### config.mk
export PLATFORM = sky130hd
export DESIGN_NAME = watchdog_timer_unit
export DESIGN_NICKNAME = d
export VERILOG_FILES = /design/src/verilog/watchdog_pkg.sv /design/src/verilog/watchdog_timer_unit.sv /design/src/verilog/wdt_divider.sv
export VERILOG_INCLUDE_DIRS = /design/src /design/src/verilog
export SDC_FILE = /design/constraint.sdc
export NUM_CORES = 1
export LEC_CHECK = 0
export BUFFER_PORTS_ARGS = -buffer_cell sky130_fd_sc_hd__buf_2
export CAP_MARGIN = 20
export CORE_UTILIZATION = 46
export CTS_BUF_LIST = sky130_fd_sc_hd__clkbuf_16
export DETAILED_ROUTE_END_ITERATION = 10
export GPL_TIMING_DRIVEN = 0
export PLACE_DENSITY = 0.86
export SLEW_MARGIN = 20
export SYNTH_ARGS = -nofsm -noshare
export SYNTH_HDL_FRONTEND = slang
export SYNTH_SLANG_ARGS = --single-unit
### constraint.sdc
create_clock -name pclk -period 2.9 [get_ports pclk]
set_clock_uncertainty 0.1 [all_clocks]
set_input_delay 0.58 -clock pclk [delete_from_list [all_inputs] [get_ports pclk]]
set_output_delay 0.58 -clock pclk [all_outputs]
set_load 0.03 [all_outputs]
### src/verilog/watchdog_params.svh
// Overview of operation
// - Watchdog counts with its enable bit set straight after reset release.
// - Overflow action resets to reset request; software may switch it once to interrupt.
// - After a zero is written to the action bit, later ones are ignored.
// - Overflow with action one requests reset and drives the reset pin low.
// - Overflow with action zero raises the watchdog interrupt instead.
// - Counting pauses in stop, idle and sleep, then resumes from held value.
// - Divider feeds a two-stage counter; clear code clears only the counter.
// - Divider is not cleared by the clear code, so clear-to-overflow can be three quarters.
// - Detection field picks 2^25..2^19 fast or 2^17..2^11 slow periods.
// - Setup register is write-only; software must not read-modify-write it.
// - Command register obeys 4e clear, b1 disable, d2 trap commit; others ignored.
// - Disable code works only once the enable bit was written zero.
// - Setup resets to enable, action and both trap bits one, time 00.
// - With interrupt action the watchdog serves as a periodic interrupt timer.
// - While disabled the binary counter is held cleared.
// - Watchdog interrupt is non-maskable, independent of the global interrupt flag.
// - Watchdog reset holds the reset pin low at most 24 fast clock periods.
`ifndef WATCHDOG_PARAMS_SVH
`define WATCHDOG_PARAMS_SVH

// Register indexes; byte address is four times the index
`define WDT_SETUP_IDX 8'h34
`define WDT_COMMAND_IDX 8'h35
`define WDT_CONFIG_IDX 8'h37
`define WDT_STATUS_IDX 8'h38
`define WDT_PADDR_W 12

// Setup register fields
`define WDT_ACT_BIT 0
`define WDT_DT_LSB 1
`define WDT_DT_MSB 2
`define WDT_EN_BIT 3
`define WDT_TRAP_ACT_BIT 4
`define WDT_TRAP_AREA_BIT 5
`define WDT_SETUP_RESET 6'h39

// Config register fields
`define WDT_CFG_SLOW_BIT 0
`define WDT_CFG_ACK_BIT 1
`define WDT_CFG_RESET 1'h0

// Command codes
`define WDT_CODE_CLEAR 8'h4e
`define WDT_CODE_DISABLE 8'hb1
`define WDT_CODE_TRAP 8'hd2

// Divider taps: a tap period is a quarter of the detection time
`define WDT_DIV_W 23
`define WDT_TAP_FAST_BASE 5'h17
`define WDT_TAP_SLOW_BASE 5'h0f

// Reset pin hold: 24 fast clock periods, longest time so rounded down
`define WDT_CLK_PERIOD_NS 10
`define WDT_RESET_HOLD_NS 240
`define WDT_RESET_HOLD_CYC (`WDT_RESET_HOLD_NS / `WDT_CLK_PERIOD_NS)
`define WDT_HOLD_CNT_W 5

`endif

### src/verilog/watchdog_pkg.sv
package watchdog_pkg;

    typedef enum logic {
        HOLD_IDLE,
        HOLD_DRIVE
    } hold_state_t;

    typedef logic [1:0] stage_t;

endpackage

### src/verilog/watchdog_timer_unit.sv
// The APB interface to the registers is this design's own decision.
`timescale 1ns/100ps
`include "watchdog_params.svh"

module watchdog_timer_unit
    import watchdog_pkg::*;
#(
    parameter int PADDR_W = `WDT_PADDR_W,
    parameter int DIV_W = `WDT_DIV_W
) (
    // APB slave
    input wire logic pclk,
    input wire logic presetn,
    input wire logic psel,
    input wire logic penable,
    input wire logic pwrite,
    input wire logic [PADDR_W-1:0] paddr,
    input wire logic [31:0] pwdata,
    input wire logic [3:0] pstrb,
    output logic [31:0] prdata,
    output logic pready,
    output logic pslverr,
    // Clock source and power modes, same clock domain
    input wire logic lo_speed_tick,
    input wire logic slow_mode,
    input wire logic stop_mode,
    input wire logic idle_mode,
    input wire logic sleep_mode,
    // Overflow actions
    output logic watchdog_interrupt,
    output logic hw_init_req,
    output logic reset_pin_out,
    output logic reset_pin_oe_n,
    // Settings for the address-trap logic
    output logic trap_area_active,
    output logic trap_action_select
);

    ////////////////////////////////////////////////////////////////////////
    // Declarations

    logic [5:0] setup_ff;
    logic [5:0] nxt_setup;
    logic running_ff;
    logic nxt_running;
    logic slow_tap_ff;
    logic nxt_slow_tap;
    logic ignored_ff;
    logic nxt_ignored;
    logic trap_area_ff;
    logic nxt_trap_area;
    stage_t stage_ff;
    stage_t nxt_stage;
    logic [31:0] prdata_ff;
    logic [31:0] nxt_prdata;
    logic irq_ff;
    logic nxt_irq;
    hold_state_t hold_ff;
    hold_state_t nxt_hold;
    logic [`WDT_HOLD_CNT_W-1:0] hold_cnt_ff;
    logic [`WDT_HOLD_CNT_W-1:0] nxt_hold_cnt;

    ////////////////////////////////////////////////////////////////////////
    // APB decode

    wire setup_phase = psel & ~penable;
    wire access_phase = psel & penable;
    wire [7:0] addr_idx = paddr[9:2];
    wire addr_clean = (paddr[PADDR_W-1:10] == '0) && (paddr[1:0] == 2'h0);
    wire hit_setup = addr_clean && (addr_idx == `WDT_SETUP_IDX);
    wire hit_command = addr_clean && (addr_idx == `WDT_COMMAND_IDX);
    wire hit_config = addr_clean && (addr_idx == `WDT_CONFIG_IDX);
    wire hit_status = addr_clean && (addr_idx == `WDT_STATUS_IDX);
    wire mapped = hit_setup | hit_command | hit_config | hit_status;
    wire bad_access = ~mapped | (pwrite & hit_status);
    wire wr_ok = access_phase & pwrite & pstrb[0] & ~bad_access;
    wire [7:0] wdata = pwdata[7:0];

    wire wr_setup = wr_ok & hit_setup;
    wire wr_command = wr_ok & hit_command;
    wire wr_config = wr_ok & hit_config;

    // Zero wait states; errors only on unmapped or read-only targets
    assign pready = 1'b1;
    assign pslverr = access_phase & bad_access;
    assign prdata = prdata_ff;

    ////////////////////////////////////////////////////////////////////////
    // Command decode

    wire code_clear = wdata == `WDT_CODE_CLEAR;
    wire code_disable = wdata == `WDT_CODE_DISABLE;
    wire code_trap = wdata == `WDT_CODE_TRAP;
    wire do_clear = wr_command & code_clear;
    wire do_trap = wr_command & code_trap;
    // Disable only counts after the enable bit was already written low
    wire do_disable = wr_command & code_disable & ~setup_ff[`WDT_EN_BIT];
    wire cmd_ignored = wr_command & ~do_clear & ~do_trap & ~do_disable;

    ////////////////////////////////////////////////////////////////////////
    // Clock selection and divider

    wire [1:0] det_time = setup_ff[`WDT_DT_MSB:`WDT_DT_LSB];
    wire act_reset = setup_ff[`WDT_ACT_BIT];
    wire paused = stop_mode | idle_mode | sleep_mode;
    // Slow clocking or the slow tap both count low-speed ticks
    wire use_slow = slow_mode | slow_tap_ff;
    wire [4:0] tap_base = use_slow ? `WDT_TAP_SLOW_BASE : `WDT_TAP_FAST_BASE;
    wire [4:0] tap_sel = tap_base - {2'h0, det_time, 1'b0};
    wire advance = ~paused & (use_slow ? lo_speed_tick : 1'b1);
    wire hold_done = (hold_ff == HOLD_DRIVE) && (hold_cnt_ff == '0);
    // Reinit only once the pin hold ends, so the pin never sees a short pulse
    wire reinit = hold_done;
    wire tap_pulse;

    // Divider is never touched by the clear code, only by a full reinit
    wdt_divider #(
        .WIDTH(DIV_W)
    ) u_divider (
        .clk(pclk),
        .rst_n(presetn),
        .clr(reinit),
        .advance(advance),
        .tap_sel(tap_sel),
        .tap_pulse(tap_pulse)
    );

    ////////////////////////////////////////////////////////////////////////
    // Overflow detection

    wire counting = running_ff & (hold_ff == HOLD_IDLE);
    // Clear on the overflow tap wins, so a timely clear never fires
    wire overflow = counting & ~do_clear & tap_pulse & (stage_ff == 2'h3);
    wire start_reset = overflow & act_reset;
    wire raise_irq = overflow & ~act_reset;

    ////////////////////////////////////////////////////////////////////////
    // Setup register and enable state

    always_comb begin
        nxt_setup = setup_ff;
        if (reinit) begin
            nxt_setup = `WDT_SETUP_RESET;
        end else if (wr_setup) begin
            nxt_setup = wdata[5:0];
            // Action bit may only fall: once interrupt, stays interrupt
            nxt_setup[`WDT_ACT_BIT] = act_reset & wdata[`WDT_ACT_BIT];
        end
    end

    always_comb begin
        nxt_running = running_ff;
        if (reinit) begin
            nxt_running = 1'b1;
        end else if (wr_setup && wdata[`WDT_EN_BIT]) begin
            nxt_running = 1'b1;
        end else if (do_disable) begin
            nxt_running = 1'b0;
        end
    end

    always_comb begin
        nxt_trap_area = trap_area_ff;
        if (reinit) begin
            nxt_trap_area = 1'(`WDT_SETUP_RESET >> `WDT_TRAP_AREA_BIT);
        end else if (do_trap) begin
            nxt_trap_area = setup_ff[`WDT_TRAP_AREA_BIT];
        end
    end

    ////////////////////////////////////////////////////////////////////////
    // Config register and ignored-code flag

    wire ack_ignored = wr_config & wdata[`WDT_CFG_ACK_BIT];

    always_comb begin
        nxt_slow_tap = slow_tap_ff;
        if (reinit) begin
            nxt_slow_tap = `WDT_CFG_RESET;
        end else if (wr_config) begin
            nxt_slow_tap = wdata[`WDT_CFG_SLOW_BIT];
        end
    end

    // A new ignored code in the acknowledge cycle still sets the flag
    assign nxt_ignored = cmd_ignored | (ignored_ff & ~ack_ignored & ~reinit);

    ////////////////////////////////////////////////////////////////////////
    // Two-stage binary counter

    always_comb begin
        nxt_stage = stage_ff;
        if (!running_ff || reinit) begin
            nxt_stage = 2'h0;
        end else if (do_clear) begin
            nxt_stage = 2'h0;
        end else if (counting && tap_pulse) begin
            // Wraps on overflow so interrupt mode repeats periodically
            nxt_stage = stage_ff + 2'h1;
        end
    end

    ////////////////////////////////////////////////////////////////////////
    // Reset pin hold

    // Count loaded one short: the drive state itself covers the last cycle
    always_comb begin
        nxt_hold = hold_ff;
        nxt_hold_cnt = hold_cnt_ff;
        case (hold_ff)
            HOLD_IDLE: begin
                if (start_reset) begin
                    nxt_hold = HOLD_DRIVE;
                    nxt_hold_cnt = `WDT_HOLD_CNT_W'(`WDT_RESET_HOLD_CYC - 1);
                end
            end
            HOLD_DRIVE: begin
                if (hold_cnt_ff == '0) begin
                    nxt_hold = HOLD_IDLE;
                end else begin
                    nxt_hold_cnt = hold_cnt_ff - `WDT_HOLD_CNT_W'(1);
                end
            end
            default: begin
                nxt_hold = HOLD_IDLE;
                nxt_hold_cnt = '0;
            end
        endcase
    end

    // Non-maskable: no global interrupt flag gates this request
    assign nxt_irq = raise_irq;

    ////////////////////////////////////////////////////////////////////////
    // Read data

    // Debug view only; software must not rely on it for control
    wire [7:0] status_byte = {
        hold_ff == HOLD_DRIVE,
        ignored_ff,
        trap_area_ff,
        det_time,
        act_reset,
        stage_ff == 2'h3,
        running_ff
    };
    wire [31:0] cfg_word = {30'h0, ignored_ff, slow_tap_ff};
    // Setup and command are write-only and read as zero
    wire [31:0] rd_mux = hit_config ? cfg_word :
                         hit_status ? {24'h0, status_byte} : 32'h0;

    // Captured in setup so the data stands through the whole access cycle
    assign nxt_prdata = (setup_phase & ~pwrite) ? rd_mux : prdata_ff;

    ////////////////////////////////////////////////////////////////////////
    // Registers

    always_ff @(posedge pclk or negedge presetn) begin
        if (!presetn) begin
            setup_ff <= `WDT_SETUP_RESET;
            running_ff <= 1'b1;
            trap_area_ff <= 1'b1;
            slow_tap_ff <= `WDT_CFG_RESET;
            ignored_ff <= 1'b0;
        end else begin
            setup_ff <= nxt_setup;
            running_ff <= nxt_running;
            trap_area_ff <= nxt_trap_area;
            slow_tap_ff <= nxt_slow_tap;
            ignored_ff <= nxt_ignored;
        end
    end

    always_ff @(posedge pclk or negedge presetn) begin
        if (!presetn) begin
            stage_ff <= 2'h0;
            irq_ff <= 1'b0;
            hold_ff <= HOLD_IDLE;
            hold_cnt_ff <= '0;
            prdata_ff <= 32'h0;
        end else begin
            stage_ff <= nxt_stage;
            irq_ff <= nxt_irq;
            hold_ff <= nxt_hold;
            hold_cnt_ff <= nxt_hold_cnt;
            prdata_ff <= nxt_prdata;
        end
    end

    ////////////////////////////////////////////////////////////////////////
    // Outputs

    assign watchdog_interrupt = irq_ff;
    assign hw_init_req = hold_ff == HOLD_DRIVE;
    // Open drain: only ever pulls low
    assign reset_pin_out = 1'b0;
    assign reset_pin_oe_n = hold_ff != HOLD_DRIVE;
    assign trap_area_active = trap_area_ff;
    assign trap_action_select = setup_ff[`WDT_TRAP_ACT_BIT];

endmodule

### src/verilog/wdt_divider.sv
`timescale 1ns/100ps

module wdt_divider #(
    parameter int WIDTH = 23
) (
    // Clock and reset
    input wire logic clk,
    input wire logic rst_n,
    // Control
    input wire logic clr,
    input wire logic advance,
    input wire logic [4:0] tap_sel,
    // Tap output
    output logic tap_pulse
);

    logic [WIDTH-1:0] cnt_ff;
    logic [WIDTH-1:0] nxt_cnt;
    logic [WIDTH-1:0] mask;

    // Low tap_sel bits all ones marks one tap period
    assign mask = WIDTH'((64'h1 << tap_sel) - 64'h1);
    assign nxt_cnt = clr ? '0 : (advance ? cnt_ff + WIDTH'(1) : cnt_ff);
    assign tap_pulse = advance & ~clr & ((cnt_ff & mask) == mask);

    always_ff @(posedge clk or negedge rst_n) begin
        if (!rst_n) begin
            cnt_ff <= '0;
        end else begin
            cnt_ff <= nxt_cnt;
        end
    end

endmodule
# Word level (Yosys, flattened, before mapping)
# Index checks and enable logic that the tools add are counted.
totals:
  regBits: 74
  inputBits: 58
  out_inout_bits: 40
  wordCells: 125
op_classes:
  n_addsub: 5
  eq_ne: 11
  n_shift: 1
  mux: 24
  bitwise_logic: 53
  n_reduce_logical: 20
ops:
  columns: ["cell", "count"]
  rows:
  - ["two-way mux 23 bit", 2]
  - ["== test 8 x 6 -> 1 bit (second input constant)", 4]
  - ["bitwise AND 1 bit", 31]
  - ["adder 23 x 1 -> 23 bit (second input constant)", 1]
  - ["bitwise AND 23 bit", 1]
  - ["== test 23 bit", 1]
  - ["left shift 1 x 5 -> 23 bit (first input constant)", 1]
  - ["subtractor 23 x 1 -> 23 bit (second input constant)", 1]
  - ["== test 8 bit (second input constant)", 2]
  - ["two-way mux 8 bit", 2]
  - ["two-way mux 5 bit", 3]
  - ["NOT 1 bit", 13]
  - ["two-way mux 6 bit", 2]
  - ["two-way mux 1 bit", 10]
  - ["case mux 5 bit (2 select lines)", 1]
  - ["== test 8 x 7 -> 1 bit (second input constant)", 1]
  - ["logical AND 1 bit", 8]
  - ["bitwise OR 1 bit", 8]
  - ["nonzero test 2 bit", 4]
  - ["two-way mux 2 bit", 3]
  - ["nonzero test 3 bit", 2]
  - ["zero test 5 bit", 1]
  - ["subtractor 5 x 1 -> 5 bit (second input constant)", 1]
  - ["subtractor 5 x 3 -> 5 bit", 1]
  - ["9 further kinds", 10]

# Logic depth before layout (Yosys ltp)
# Gate-level depths: netlist of run 1.
depth:
  word_depth: 19
  ltp_mapped: 11
  depth_no_buf: 9

# Hierarchy
# A second synthesis of run 1 with hierarchy kept.
unflattened:
  hier_cells: 372
  area_unflattened_um2: 3315.7
by_module_without_submodules:
  columns: ["module", "n_inst", "cells_each", "area_each_um2", "seq_area_each_um2"]
  rows:
  - ["watchdog_timer_unit", 1, 171, 1657.8, 683.2]
  - ["wdt_divider", 1, 201, 1657.8, 575.6]

# Least setup slack after synthesis of run 1
# Ideal clock, no wire load.
synth_timing:
  path_kind: "input-to-reg"
  start: "input port slow_mode"
  end: "register stage_ff[0]"
  setup_time_ns: 0.077
  arrival_time_ns: 2.730
  t_required_ns: 2.723
  slack_ns: -0.008
  stages: 10
  n_path_buf: 1
  cell_sequence: "nor2_1 or3_1 ha_1 buf_2 nor4bb_1 nor4b_1 nand4_1 or4b_1 or3_1 a21oi_1"
synth_between:
  elab_chain_len: 10
  word_cells_on_any_way: 13
  classes_between: "add/sub: 2; eq/ne: 1; shift: 1; mux: 2; bitwise: 5; reduce/logical: 2"
synth_rtl:
  columns: ["item", "line", "text"]
  rows:
  - ["start, declared", "watchdog_timer_unit.sv:25", "input wire logic slow_mode,"]
  - ["bitwise OR 1 bit *", "watchdog_timer_unit.sv:107", "wire use_slow = slow_mode | slow_tap_ff;"]
  - ["two-way mux 5 bit (no line)", null, null]
  - ["subtractor 5 x 3 -> 5 bit", "watchdog_timer_unit.sv:109", "wire [4:0] tap_sel = tap_base - {2'h0, det_time, 1'b0};"]
  - ["left shift 1 x 5 -> 23 bit", "wdt_divider.sv:22", "assign mask = WIDTH'((64'h1 << tap_sel) - 64'h1);"]
  - ["subtractor 23 x 1 -> 23 bit", "wdt_divider.sv:22", null]
  - ["bitwise AND 23 bit", "wdt_divider.sv:24", "assign tap_pulse = advance & ~clr & ((cnt_ff & mask) == mask);"]
  - ["== test 23 bit", "wdt_divider.sv:24", null]
  - ["bitwise AND 1 bit *", "wdt_divider.sv:24", null]
  - ["logical AND 1 bit *", "watchdog_timer_unit.sv:197", "end else if (counting && tap_pulse) begin"]
  - ["nonzero test 3 bit (no line) *", null, null]
  - ["end signal, assigned", "watchdog_timer_unit.sv:282", "stage_ff <= nxt_stage;"]
  - ["end, declared", "watchdog_timer_unit.sv:52", "stage_t stage_ff;"]
# Mark *: on every way between the ends. The rest lies on a longest branch, timed or not.
# A chain may end at the register's enable or synchronous reset.

# Worst setup path after layout of run 1
layout_timing:
  start: "register setup_ff[1]"
  end: "register stage_ff[0]"
layout_between:
  elab_chain_len: 8
layout_rtl:
  columns: ["item", "line", "text"]
  rows:
  - ["start, declared", "watchdog_timer_unit.sv:42", "logic [5:0] setup_ff;"]
  - ["start signal, assigned", "watchdog_timer_unit.sv:260", "setup_ff <= `WDT_SETUP_RESET;"]
  - ["start signal, assigned", "watchdog_timer_unit.sv:266", "setup_ff <= nxt_setup;"]
  - ["subtractor 5 x 3 -> 5 bit *", "watchdog_timer_unit.sv:109", null]
  - ["left shift 1 x 5 -> 23 bit *", "wdt_divider.sv:22", null]
  - ["subtractor 23 x 1 -> 23 bit *", "wdt_divider.sv:22", null]
  - ["bitwise AND 23 bit", "wdt_divider.sv:24", null]
  - ["== test 23 bit *", "wdt_divider.sv:24", null]
  - ["bitwise AND 1 bit *", "wdt_divider.sv:24", null]
  - ["logical AND 1 bit *", "watchdog_timer_unit.sv:197", null]
  - ["nonzero test 3 bit (no line) *", null, null]
# Marked as above.

==> results of run 1 <==
-- synth_stat cells (all sizes together), types with 4 or more instances --
master / n / area, sq um
nand4: 10 / 62.6
nor2: 32 / 120
o31ai: 4 / 30.0
buf: 31 / 224
or3: 12 / 80.1
nand2: 45 / 169
dfrtp: 44 / 1100
clkbuf: 5 / 18.8
xor2: 14 / 123
and2: 4 / 28.8
nor3: 8 / 45.0
ha: 5 / 62.6
dfstp: 6 / 158
inv: 11 / 41.3
o21ai: 16 / 83.8
a21oi: 17 / 85.1
mux2i: 7 / 70.1
and3: 7 / 43.8
nand3: 15 / 75.1
-- logic make-up after synthesis --
| group | synth area share (%) |
|---|---|
| buffers and inverters | 9.42 |
| other | 0.249 |
| multiplexers | 2.70 |
| adder cells (fa/ha/maj) | 2.07 |
| AND/OR/NAND/NOR | 27.3 |
| flip-flops | 41.7 |
| XOR/XNOR | 4.65 |
| AO/OA/AOI/OAI | 11.9 |
-- metal layers --
layer	GRT usage [%]	share of wire, %
met4	5.64	2.4
met3	3.98	7.4
met5	0	0
met2	34.2	50
met1	25.1	40
-- area by class of cell --
cell class / instances / area, sq um / area share [%]
Tap cell: 77 / 96.3 / 2.61
Clock buffer: 5 / 125 / 3.39
Clock inverter: 3 / 63.8 / 1.73
Buffer: 35 / 241 / 6.54
Multi-Input combinational cell: 263 / 1600 / 43.3
Timing Repair Buffer: 50 / 268 / 7.25
Sequential cell: 50 / 1260 / 34.1
Inverter: 11 / 41.3 / 1.12
-- through the flow --
step	power (mW)	setup slack, ns	cells	hold WS (ns)
after floorplan	0.909	0.0152	360	0.184
after global placement	0.970	-0.380	481	0.350
after detailed placement	0.978	-0.448	481	0.352
after CTS	1.71	0.0393	494	0.366
after global routing	1.76	-0.0410	494	0.272
final	1.71	0.0827	494	0.216
-- worst max-delay path, stage by stage (launching register included) --
cell	delay [ns]
dfrtp_1	0.36
buf_4	0.17
or3_4	0.38
ha_4	0.19
o21ai_0	0.12
a211oi_1	0.16
a2111oi_4	0.31
or4b_1	0.48
or3_1	0.35
a21oi_2	0.13
-- repair_timing --
action / in CTS / in global routing
gates resized for setup: 5 / 5
buffers inserted: 6 / 0
endpoints found under the setup margin: 18 / 8
pin swaps: 5 / 3
-- registers in the layout, indices dropped and copies added (netlist names) --
name,flops
u_divider.cnt_ff,23
prdata,8
setup_ff,6
hold_cnt_ff,5
stage_ff,2
hw_init_req,1
ignored_ff,1
running_ff,1
slow_tap_ff,1
trap_area_active,1
watchdog_interrupt,1
-- power by group --
group | switching, mW | total, mW | internal (mW)
logic | 0.137 | 0.220 | 0.0827
clock network | 0.247 | 0.738 | 0.491
registers | 0.0273 | 0.751 | 0.724
total | 0.412 | 1.71 | 1.30
-- worst paths after layout --
path,start,slack [ns],endpoint
min reg2reg,prdata[7]$_DFFE_PN0P_,0.36,prdata[7]$_DFFE_PN0P_
max,setup_ff[1]$_DFFE_PN0P_,0.08,stage_ff[0]$_DFFE_PN0P_
min in group pclk,prdata[7]$_DFFE_PN0P_,0.36,prdata[7]$_DFFE_PN0P_
max reg2reg,setup_ff[1]$_DFFE_PN0P_,0.08,stage_ff[0]$_DFFE_PN0P_
min,presetn,0.22,u_divider.cnt_ff[19]$_DFFE_PN0P_
max in group asynchronous,presetn,2.04,slow_tap_ff$_DFFE_PN0P_
==> run metrics, run 1 <==
status completed; vias 2708; DIE AREA slightly below 7000 sq um; Peak VDD IR around 0.45 mV; WL/cell roughly 14 um; main flop type after synthesis dfrtp_1; area of the mapped netlist 3020 sq um; Tmin final 2.82 ns; Residual DRC 0; most frequent cells in the layout nand2_1 (45), buf_2 (44), dfrtp_1 (43); Setup Crit Path Kind reg2reg; detailed placement HPWL between 4 and 5 mm; nets between 400 and 500; f_max around 350 MHz; CTS max path bufs 2; Mapped Cells ~340; worst slew pin tran 0.757 ns; final setup vio count 0; IO buf count 44; largest net degree at the start of global routing 51; synth unique cells 57; #FFs+latches synth 50; CTS H-Tree Depth 2; Iteration-0 DRC Markers between 200 and 250; Final Hold Viols 0; TritonCTS buffer count 5; ys async rst share between 90% and 100%; Clock Latency Late Sink ~0.29 ns; CTS Hold Bufs 0; remaining antenna violation count 0; Post-synth EDFFs 0; Max Cap Viol 0; post-synthesis sequential area ratio 41.7%; core area between 6000 and 7000 sq um; Die Ht between 80 and 90 um; Global Route Usage Sum between 10% and 20%; RSZ-0062 raised after global routing yes; Initial Utilization 47.5%; Ys Warns 0; layout cells sized above 1 between 20% and 30%; most common cell after layout, fill and taps aside nand2_1; Area Growth Syn to Fin 22.5%; Worst EP arrival 2.94 ns; final worst path period share approximately 97%; number of global-route vias before repair 2526; initial antenna violation count 0; Critical Path Fanout Max 10; setup TNS 0 ns; Critical Path Start Type flip-flop; CP Capture Type flip-flop; Die X 83.0 um; CTS clock-pin slew for the worst setup and hold paths 0.06 ns; Req. time, crit path 3.02 ns; first-pass GRT wire length ~11 mm; routed vias/inst around 5.5; FP Rows 29; Hold/Removal Path Class in2async; fillers 545; TritonRoute pass-1 iters 5; Register-to-Register Path Depth 9; Placed Area between 3000 and 4000 sq um; Antenna Cells 0; Power per Cell Area 463 nW/um^2; CTS tree yes; # IOs between 90 and 100; gr ovfl total 0; syn_area_per_cell approximately 9.0 sq um; Final Max Slew Viols 0; clock sinks 50; Leak ~1.8 nW; gpl congestion 0.846; Final Core Density 58.2%; total wire length 6.82 mm; Slew headroom just under 50%; cell area after layout between 3000 and 4000 sq um; Root Buffer clkbuf_16
Power figures use the tool's default switching activity.
==> inputs of run 2 (changes only) <==
--- a/config.mk
+++ b/config.mk
@@ -6,13 +6,14 @@
 export SDC_FILE = /design/constraint.sdc
 export NUM_CORES = 1
 export LEC_CHECK = 0
+export ABC_AREA = 1
 export BUFFER_PORTS_ARGS = -buffer_cell sky130_fd_sc_hd__buf_2
 export CAP_MARGIN = 20
-export CORE_UTILIZATION = 46
+export CORE_UTILIZATION = 47
 export CTS_BUF_LIST = sky130_fd_sc_hd__clkbuf_16
 export DETAILED_ROUTE_END_ITERATION = 10
 export GPL_TIMING_DRIVEN = 0
-export PLACE_DENSITY = 0.86
+export PLACE_DENSITY = 0.87
 export SLEW_MARGIN = 20
 export SYNTH_ARGS = -nofsm -noshare
 export SYNTH_HDL_FRONTEND = slang
==> run 2 against run 1 <==
Die area is 5.8% higher; non-clock buffer count is 10 lower; critical endpoint is now pslverr; routed wire length is 9.7% higher; total power is 4.5% lower; worst setup slack better by 0.33 ns; synthesized area is 8.2% higher; register-to-register slack better by 0.35 ns; first-iteration DRC count is 11% lower; worst hold slack worse by 0.014 ns; utilization is 1.3 points lower; final cell count is 23% higher.
==> run metrics, run 2 <==
clock sinks 50 (unchanged); Critical Path Fanout Max 8 (-2); Initial Utilization 48.3% (+0.81 points); Cell Int Power 1.21 mW (-6.8%); Synth top area share 33.7% (-2.8 points); vias 3145 (+16%); Worst EP arrival 1.80 ns (-1.14 ns); fraction of the mapped netlist area in simple logic gates 33.3% (+6.0 points); gpl congestion 0.897 (+6.1%); top cell type by total area after synthesis dfrtp_1; CTS Hold Bufs 0 (unchanged); CP max-delay cell nor2_2; Clock Latency Late Sink 0.29 ns (about the same); core area 6760 sq um (+6.4%); Worst Path Buf+Inv 3 (+2); ys async rst share 100% (unchanged); Final Hold Viols 0 (unchanged); first-pass GRT wire length 12.9 mm (+15%); main combinational cell family by area after synthesis simple AND/OR/NAND/NOR gates; Sw Pwr 0.422 mW (+2.5%); top cells by count, synth nand2_1 (94), inv_1 (62), nor2_1 (60); IO buf count 44 (unchanged); top cells by area, synth dfrtp_1 (34%), nand2_1 (11%), inv_1 (7.1%); Gate power share 12.9% (about the same); CP Capture Type primary output; Mapped Cells 453 (+35%); Peak VDD IR 0.291 mV (-35%); DR top layer met4; fillers 634 (+16%); syn_area_per_cell 7.20 sq um (-20%); CTS max path bufs 2 (unchanged); CTS clock-pin slew for the worst setup and hold paths 0.07 ns (about the same); Post-synth EDFFs 0 (unchanged); status completed; DIE AREA 7280 sq um (+5.8%); area share of fa/ha/maj cells after synthesis 1.92% (-0.16 points); Slew headroom 58.6% (+9.6 points); routed vias/inst 5.16 (-5.8%); Largest register FFs 23 (unchanged); Cell Chain, Critical Path buf_2 > nor2_1 > nand3_1 > nor2_2 > nand4_1 > o21ai_1 > inv_1 > nor2_1 > buf_2; detailed route wirelength on metal3 410 um (-18%); nets 591 (+23%); setup TNS 0 ns (unchanged); Metal-1 WL 3.16 mm (+14%); Global Route Usage Sum 21.9% (+2.1 points); crit-path max cell delay 0.24 ns (-0.24 ns); largest net degree at the start of global routing 51 (unchanged); detailed placement HPWL 5.79 mm (+24%); most numerous cell in the Yosys netlist nand2_1; Residual DRC 0 (unchanged); postcts setup bufs 0 (-6); Synth Area in Compound Gates 11.4% (-0.48 points); Reg2Reg Setup Slack 0.43 ns (+0.35 ns); area of the mapped netlist 3260 sq um (+8.2%); Hold Slack 0.201 ns (-0.0144 ns); final worst path period share 85.6% (-12 points); cell area after layout 3840 sq um (+4.1%); multiplexer area fraction after synthesis 0% (-2.7 points); Tmin final 2.48 ns (-0.335 ns); Die Ht 85.3 um (+2.8%); Ys Warns 0 (unchanged); Register-to-Register Path Depth 16 (+7); CTS resizes 0 (-5); WL/cell 12.3 um (-11%); remaining antenna violation count 0 (unchanged); Reg-to-Reg Start slow_tap_ff$_DFFE_PN0P_; final setup vio count 0 (unchanged); synth unique cells 41 (-28%); Die X 85.3 um (+2.8%); #FFs+latches synth 50 (unchanged); Hold/Removal Path Class in2async; main flop type after synthesis dfrtp_1; Switching Share 25.9% (+1.8 points); Setup Crit Path Kind in2out; # IOs 98 (unchanged); Synth Area in XOR/XNOR 0.537% (-4.1 points); initial antenna violation count 0 (unchanged); gr ovfl total 0 (unchanged); most common cell after layout, fill and taps aside nand2_1; multi-input logic area 1640 sq um (+2.3%); worst slew pin tran 0.620 ns (-0.137 ns); Placed Area 3670 sq um (+7.3%); total wire length 7.49 mm (+9.7%); Leak 1.98 nW (+11%); CTS H-Tree Depth 2 (unchanged); layout cells sized above 1 20.8% (-5.8 points); Seq pwr share 46.1% (+2.1 points); R2R Path End hold_cnt_ff[1]$_DFFE_PN0P_; FF/Latch Area 1260 sq um (about the same); Power per Cell Area 424 nW/um^2 (-8.3%); Antenna Cells 0 (unchanged); RSZ-0062 raised after global routing no; f_max 403 MHz (+13%); Max Cap Viol 0 (unchanged); most frequent cells in the layout nand2_1 (94), inv_1 (62), nor2_1 (60); largest register by flop count u_divider.cnt_ff; TritonRoute pass-1 iters 5 (unchanged); CTS tree yes; Iteration-0 DRC Markers 204 (-11%); family with the most delay on the worst path simple AND/OR/NAND/NOR gates; Final Max Slew Viols 0 (unchanged); met2 wire len 3.77 mm (+11%); TritonCTS buffer count 5 (unchanged); number of global-route vias before repair 2999 (+19%); Critical Path Start Type input pin; FP Rows 30 (+3.4%); Area Growth Syn to Fin 17.8%; post-synthesis sequential area ratio 38.6% (-3.2 points); Clk network pwr share 40.9% (-2.3 points); Req. time, crit path 2.22 ns (-0.80 ns); Root Buffer clkbuf_16
==> run 2: cell count changes in the layout (fill, tap and decap cells not counted), sizes merged, moves of 11 or more <==
cell   change
xor2      -13
nand2     +54
nor2      +38
nand3     +18
o21ai     +11
inv       +53
or3       -12
==> run 2: worst reg2reg max path: cells and delay by family, from the launching register on <==
kind / cells / cell delay, ns
adders and majority gates: 1 / 0.15
and+or+nand+nor: 13 / 1.19
DFF: 1 / 0.42
buffers and inverters: 2 / 0.49
==> run 2: area by class of cell <==
cell class | instances | area share [%]
buffer | 31 | 5.79
sequential | 50 | 32.7
tap | 80 | 2.60
multi-input combinational | 333 | 42.5
inverter | 63 | 6.15
clock buffer | 5 | 3.25
clock inverter | 3 | 1.14
timing repair buffer | 44 | 5.79
==> run 2: per-stage QoR <==
step           total power, mW  setup WS, ns  std cells  util, %
5_1_grt                   1.71        0.0910        609     56.9
2_1_floorplan            0.909         0.530        477        -
4_1_cts                   1.64         0.397        609     56.9
3_5_place_dp             0.976         0.199        601     54.4
6_report                  1.63         0.418        609     56.9
3_3_place_gp             0.968         0.273        601     54.4
==> run 2: power by group through the flow <==
stage | Sequential (mW) | Clock [mW] | Combinational, mW
after CTS | 0.752 | 0.674 | 0.212
after global placement | 0.763 | 0 | 0.204
after floorplan | 0.769 | 0 | 0.140
after global routing | 0.759 | 0.710 | 0.237
final | 0.752 | 0.668 | 0.211
after detailed placement | 0.765 | 0 | 0.211
==> run 2: how the worst max path moves through the flow <==
stage | from | end | slack [ns] | cells past startpoint
after global placement | slow_mode | hold_cnt_ff[3]$_DFFE_PN0P_ | 0.27 | 17
after global routing | slow_tap_ff$_DFFE_PN0P_ | hold_cnt_ff[0]$_DFFE_PN0P_ | 0.09 | 16
after CTS | paddr[9] | pslverr | 0.40 | 9
final | paddr[9] | pslverr | 0.42 | 9
after floorplan | paddr[9] | pslverr | 0.53 | 7
after detailed placement | slow_mode | hold_cnt_ff[1]$_DFFE_PN0P_ | 0.20 | 17
==> run 2: cells by family after synthesis <==
| family | count (synthesis) |
|---|---|
| other cells | 2 |
| xor+xnor | 2 |
| flops | 50 |
| buf+inv | 94 |
| simple gates | 237 |
| compound gates | 63 |
| fa+ha+maj | 5 |
==> run 2: routing by layer <==
layer  global-route usage (%)  up-vias
met5                        0        -
met4                     7.12        0
met3                     3.11       15
met2                     39.4      100
met1                     27.2     1458
li1                         -     1572
==> inputs of run 3 (changes only) <==
==> constraint.sdc (replaced) <==
create_clock -name pclk -period 2.9 [get_ports pclk]
set_clock_uncertainty 0.1 [all_clocks]
set_input_delay 0.58 -clock pclk [delete_from_list [all_inputs] [get_ports pclk]]
set_output_delay 0.58 -clock pclk [all_outputs]
set_load 0.1 [all_outputs]
==> run 3 against run 2 <==
The run now ends with DRC left; global-route usage up 0.67 points; critical path type unchanged; routed wire length up 2.2%; critical endpoint unchanged; sequential power about the same; sequential share of layout area down 0.085 points; largest power group unchanged; via count down 0.25%; utilization up 0.15 points.
==> run metrics, run 3 (synthesized netlist as in run 2, its figures left out) <==
Die Ht 85.3 um (unchanged); Critical Path Source paddr[9]; Slew headroom 58.6% (about the same); cell area after layout 3850 sq um (+0.26%); RSZ-0062 raised after global routing no; layout cells sized above 1 21.0% (+0.19 points); crit-path max cell delay 0.33 ns (+0.09 ns); CTS H-Tree Depth 2 (unchanged); detailed placement HPWL 5.85 mm (+0.98%); CP max-delay cell clkbuf_4; TritonRoute pass-1 iters 7 (+2); placed cell count 601 (unchanged); number of global-route vias before repair 2988 (-0.37%); largest register by flop count u_divider.cnt_ff; CTS clock-pin slew for the worst setup and hold paths 0.07 ns (about the same); Area Growth Syn to Fin 18.1%; worst slew pin tran 0.621 ns (+0.000764 ns); Seq pwr share 42.7% (-3.4 points); total wire length 7.65 mm (+2.2%); FP Rows 30 (unchanged); Final Max Slew Viols 0 (unchanged); Critical Path Fanout Max 8 (unchanged); CP Capture Type primary output; gpl congestion 0.907 (+1.1%); # IOs 98 (unchanged); status complete, but fails checks; Sw Pwr 0.553 mW (+31%); family with the most delay on the worst path simple AND/OR/NAND/NOR gates; FF/Latch Area 1260 sq um (unchanged); most frequent cells in the layout nand2_1 (94), inv_1 (62), nor2_1 (59); Reg2Reg Setup Slack 0.43 ns (about the same); Setup Crit Path Kind in2out; vias 3137 (-0.25%); CTS max path bufs 2 (unchanged); Req. time, crit path 2.22 ns (about the same); initial antenna violation count 0 (unchanged); CTS tree yes; Peak VDD IR 0.247 mV (-15%); DIE AREA 7280 sq um (unchanged); Largest register FFs 23 (unchanged); Global Route Usage Sum 22.6% (+0.67 points); final worst path period share 91.4% (+5.8 points); Placed Area 3680 sq um (about the same); Clock Latency Late Sink 0.29 ns (about the same); setup TNS 0 ns (unchanged); core area 6760 sq um (unchanged); Register-to-Register Path Depth 16 (unchanged); Clk network pwr share 37.7% (-3.2 points); Residual DRC 2 (+2); routed vias/inst 5.15 (-0.25%); WL/cell 12.6 um (+2.2%); final setup vio count 0 (unchanged); CTS Hold Bufs 0 (unchanged); Worst Path Buf+Inv 3 (unchanged); Critical Path Start Type input pin; Reg-to-Reg Start slow_tap_ff$_DFFE_PN0P_; gr ovfl total 0 (unchanged); Power per Cell Area 457 nW/um^2 (+7.8%); Max Cap Viol 0 (unchanged); R2R Path End hold_cnt_ff[3]$_DFFE_PN0P_; non-filler instance count after layout 609 (unchanged); Antenna Cells 0 (unchanged); Tmin final 2.65 ns (+0.167 ns); Switching Share 31.4% (+5.5 points); failing checks DRC; Gate power share 19.6% (+6.7 points); nets 591 (unchanged); most common cell after layout, fill and taps aside nand2_1; fillers 624 (-1.6%); Cell Int Power 1.21 mW (about the same); multi-input logic area 1640 sq um (+0.46%); Final Hold Viols 0 (unchanged); first-pass GRT wire length 13.2 mm (+1.9%); Cell Chain, Critical Path buf_2 > nor2_1 > nand3_1 > nor2_4 > nand4_1 > o21ai_1 > inv_1 > nor2_2 > clkbuf_4; Root Buffer clkbuf_16; Worst EP arrival 1.97 ns (+0.17 ns); f_max 377 MHz (-6.3%); Hold/Removal Path Class in2async; Iteration-0 DRC Markers 204 (unchanged); Initial Utilization 48.3% (unchanged); Leak 1.98 nW (about the same); TritonCTS buffer count 5 (unchanged); IO buf count 44 (unchanged); largest net degree at the start of global routing 51 (unchanged); Die X 85.3 um (unchanged); clock sinks 50 (unchanged); remaining antenna violation count 0 (unchanged)
==> run 3: cell types whose count changed in the layout (fill, tap and decap cells not counted) <==
cell      change
clkbuf_4      +1
buf_2         -1
nor2_1        -1
nor2_4        +1
==> run 3: timing repair <==
item                                    CTS  global route
gates resized for setup                   0             2
buffers inserted                          0             0
endpoints found under the setup margin    0             1
==> run 3: power groups by stage <==
stage	registers (mW)	clock network, mW	logic, mW
global route	0.758	0.706	0.368
global placement	0.763	0	0.334
floorplan	0.792	0	0.247
finish	0.753	0.665	0.345
CTS	0.752	0.679	0.343
detailed placement	0.765	0	0.343
==> run 3: layer usage <==
layer  track usage (%)  share of wire [%]  vias up
met2              39.1                 50       89
met3              3.31                5.0       10
met5                 0                  0        -
met4              8.94                1.2        0
met1              28.5                 44     1466
li1                  -                  -     1572
==> run 3: per-stage QoR <==
step / hold slack, ns / worst slack (ns) / power, mW / util [%]
2_1_floorplan: 0.184 / 0.0376 / 1.04 / -
3_3_place_gp: 0.352 / 0.208 / 1.10 / 54.4
3_5_place_dp: 0.360 / 0.131 / 1.11 / 54.4
4_1_cts: 0.375 / 0.130 / 1.77 / 56.9
5_1_grt: 0.264 / 0.0571 / 1.83 / 57.1
6_report: 0.208 / 0.250 / 1.76 / 57.1
==> run 3: cell type report <==
cell class	instances	share of cell area [%]
multi-input combinational	333	42.6
sequential	50	32.7
inverter	63	6.13
timing repair buffer	44	5.84
buffer	31	5.78
clock buffer	5	3.25
tap	80	2.60
clock inverter	3	1.14
==> run 3: worst max-delay path by stage <==
stage                                       endpoint  slack, ns  cells after the start
final                                        pslverr       0.25                      9
after global placement                       pslverr       0.21                      9
after CTS                                    pslverr       0.13                      9
after floorplan           hold_cnt_ff[3]$_DFFE_PN0P_       0.04                     12
after detailed placement                     pslverr       0.13                      9
after global routing                         pslverr       0.06                      9
==> run 3: worst reg2reg max path, stage by stage (launching register included) <==
cell and delay (ns):
dfrtp_1 0.42, inv_1 0.13, nand2_4 0.09, nand3_1 0.09
ha_1 0.14, clkbuf_1 0.34, nand3_1 0.13, nand2_1 0.07
nor2_1 0.05, nor2_1 0.09, nand3_1 0.13, nor3_2 0.15
nand3_2 0.11, nand2_2 0.11, nand2_2 0.09, nand2_1 0.08
nand2_1 0.05
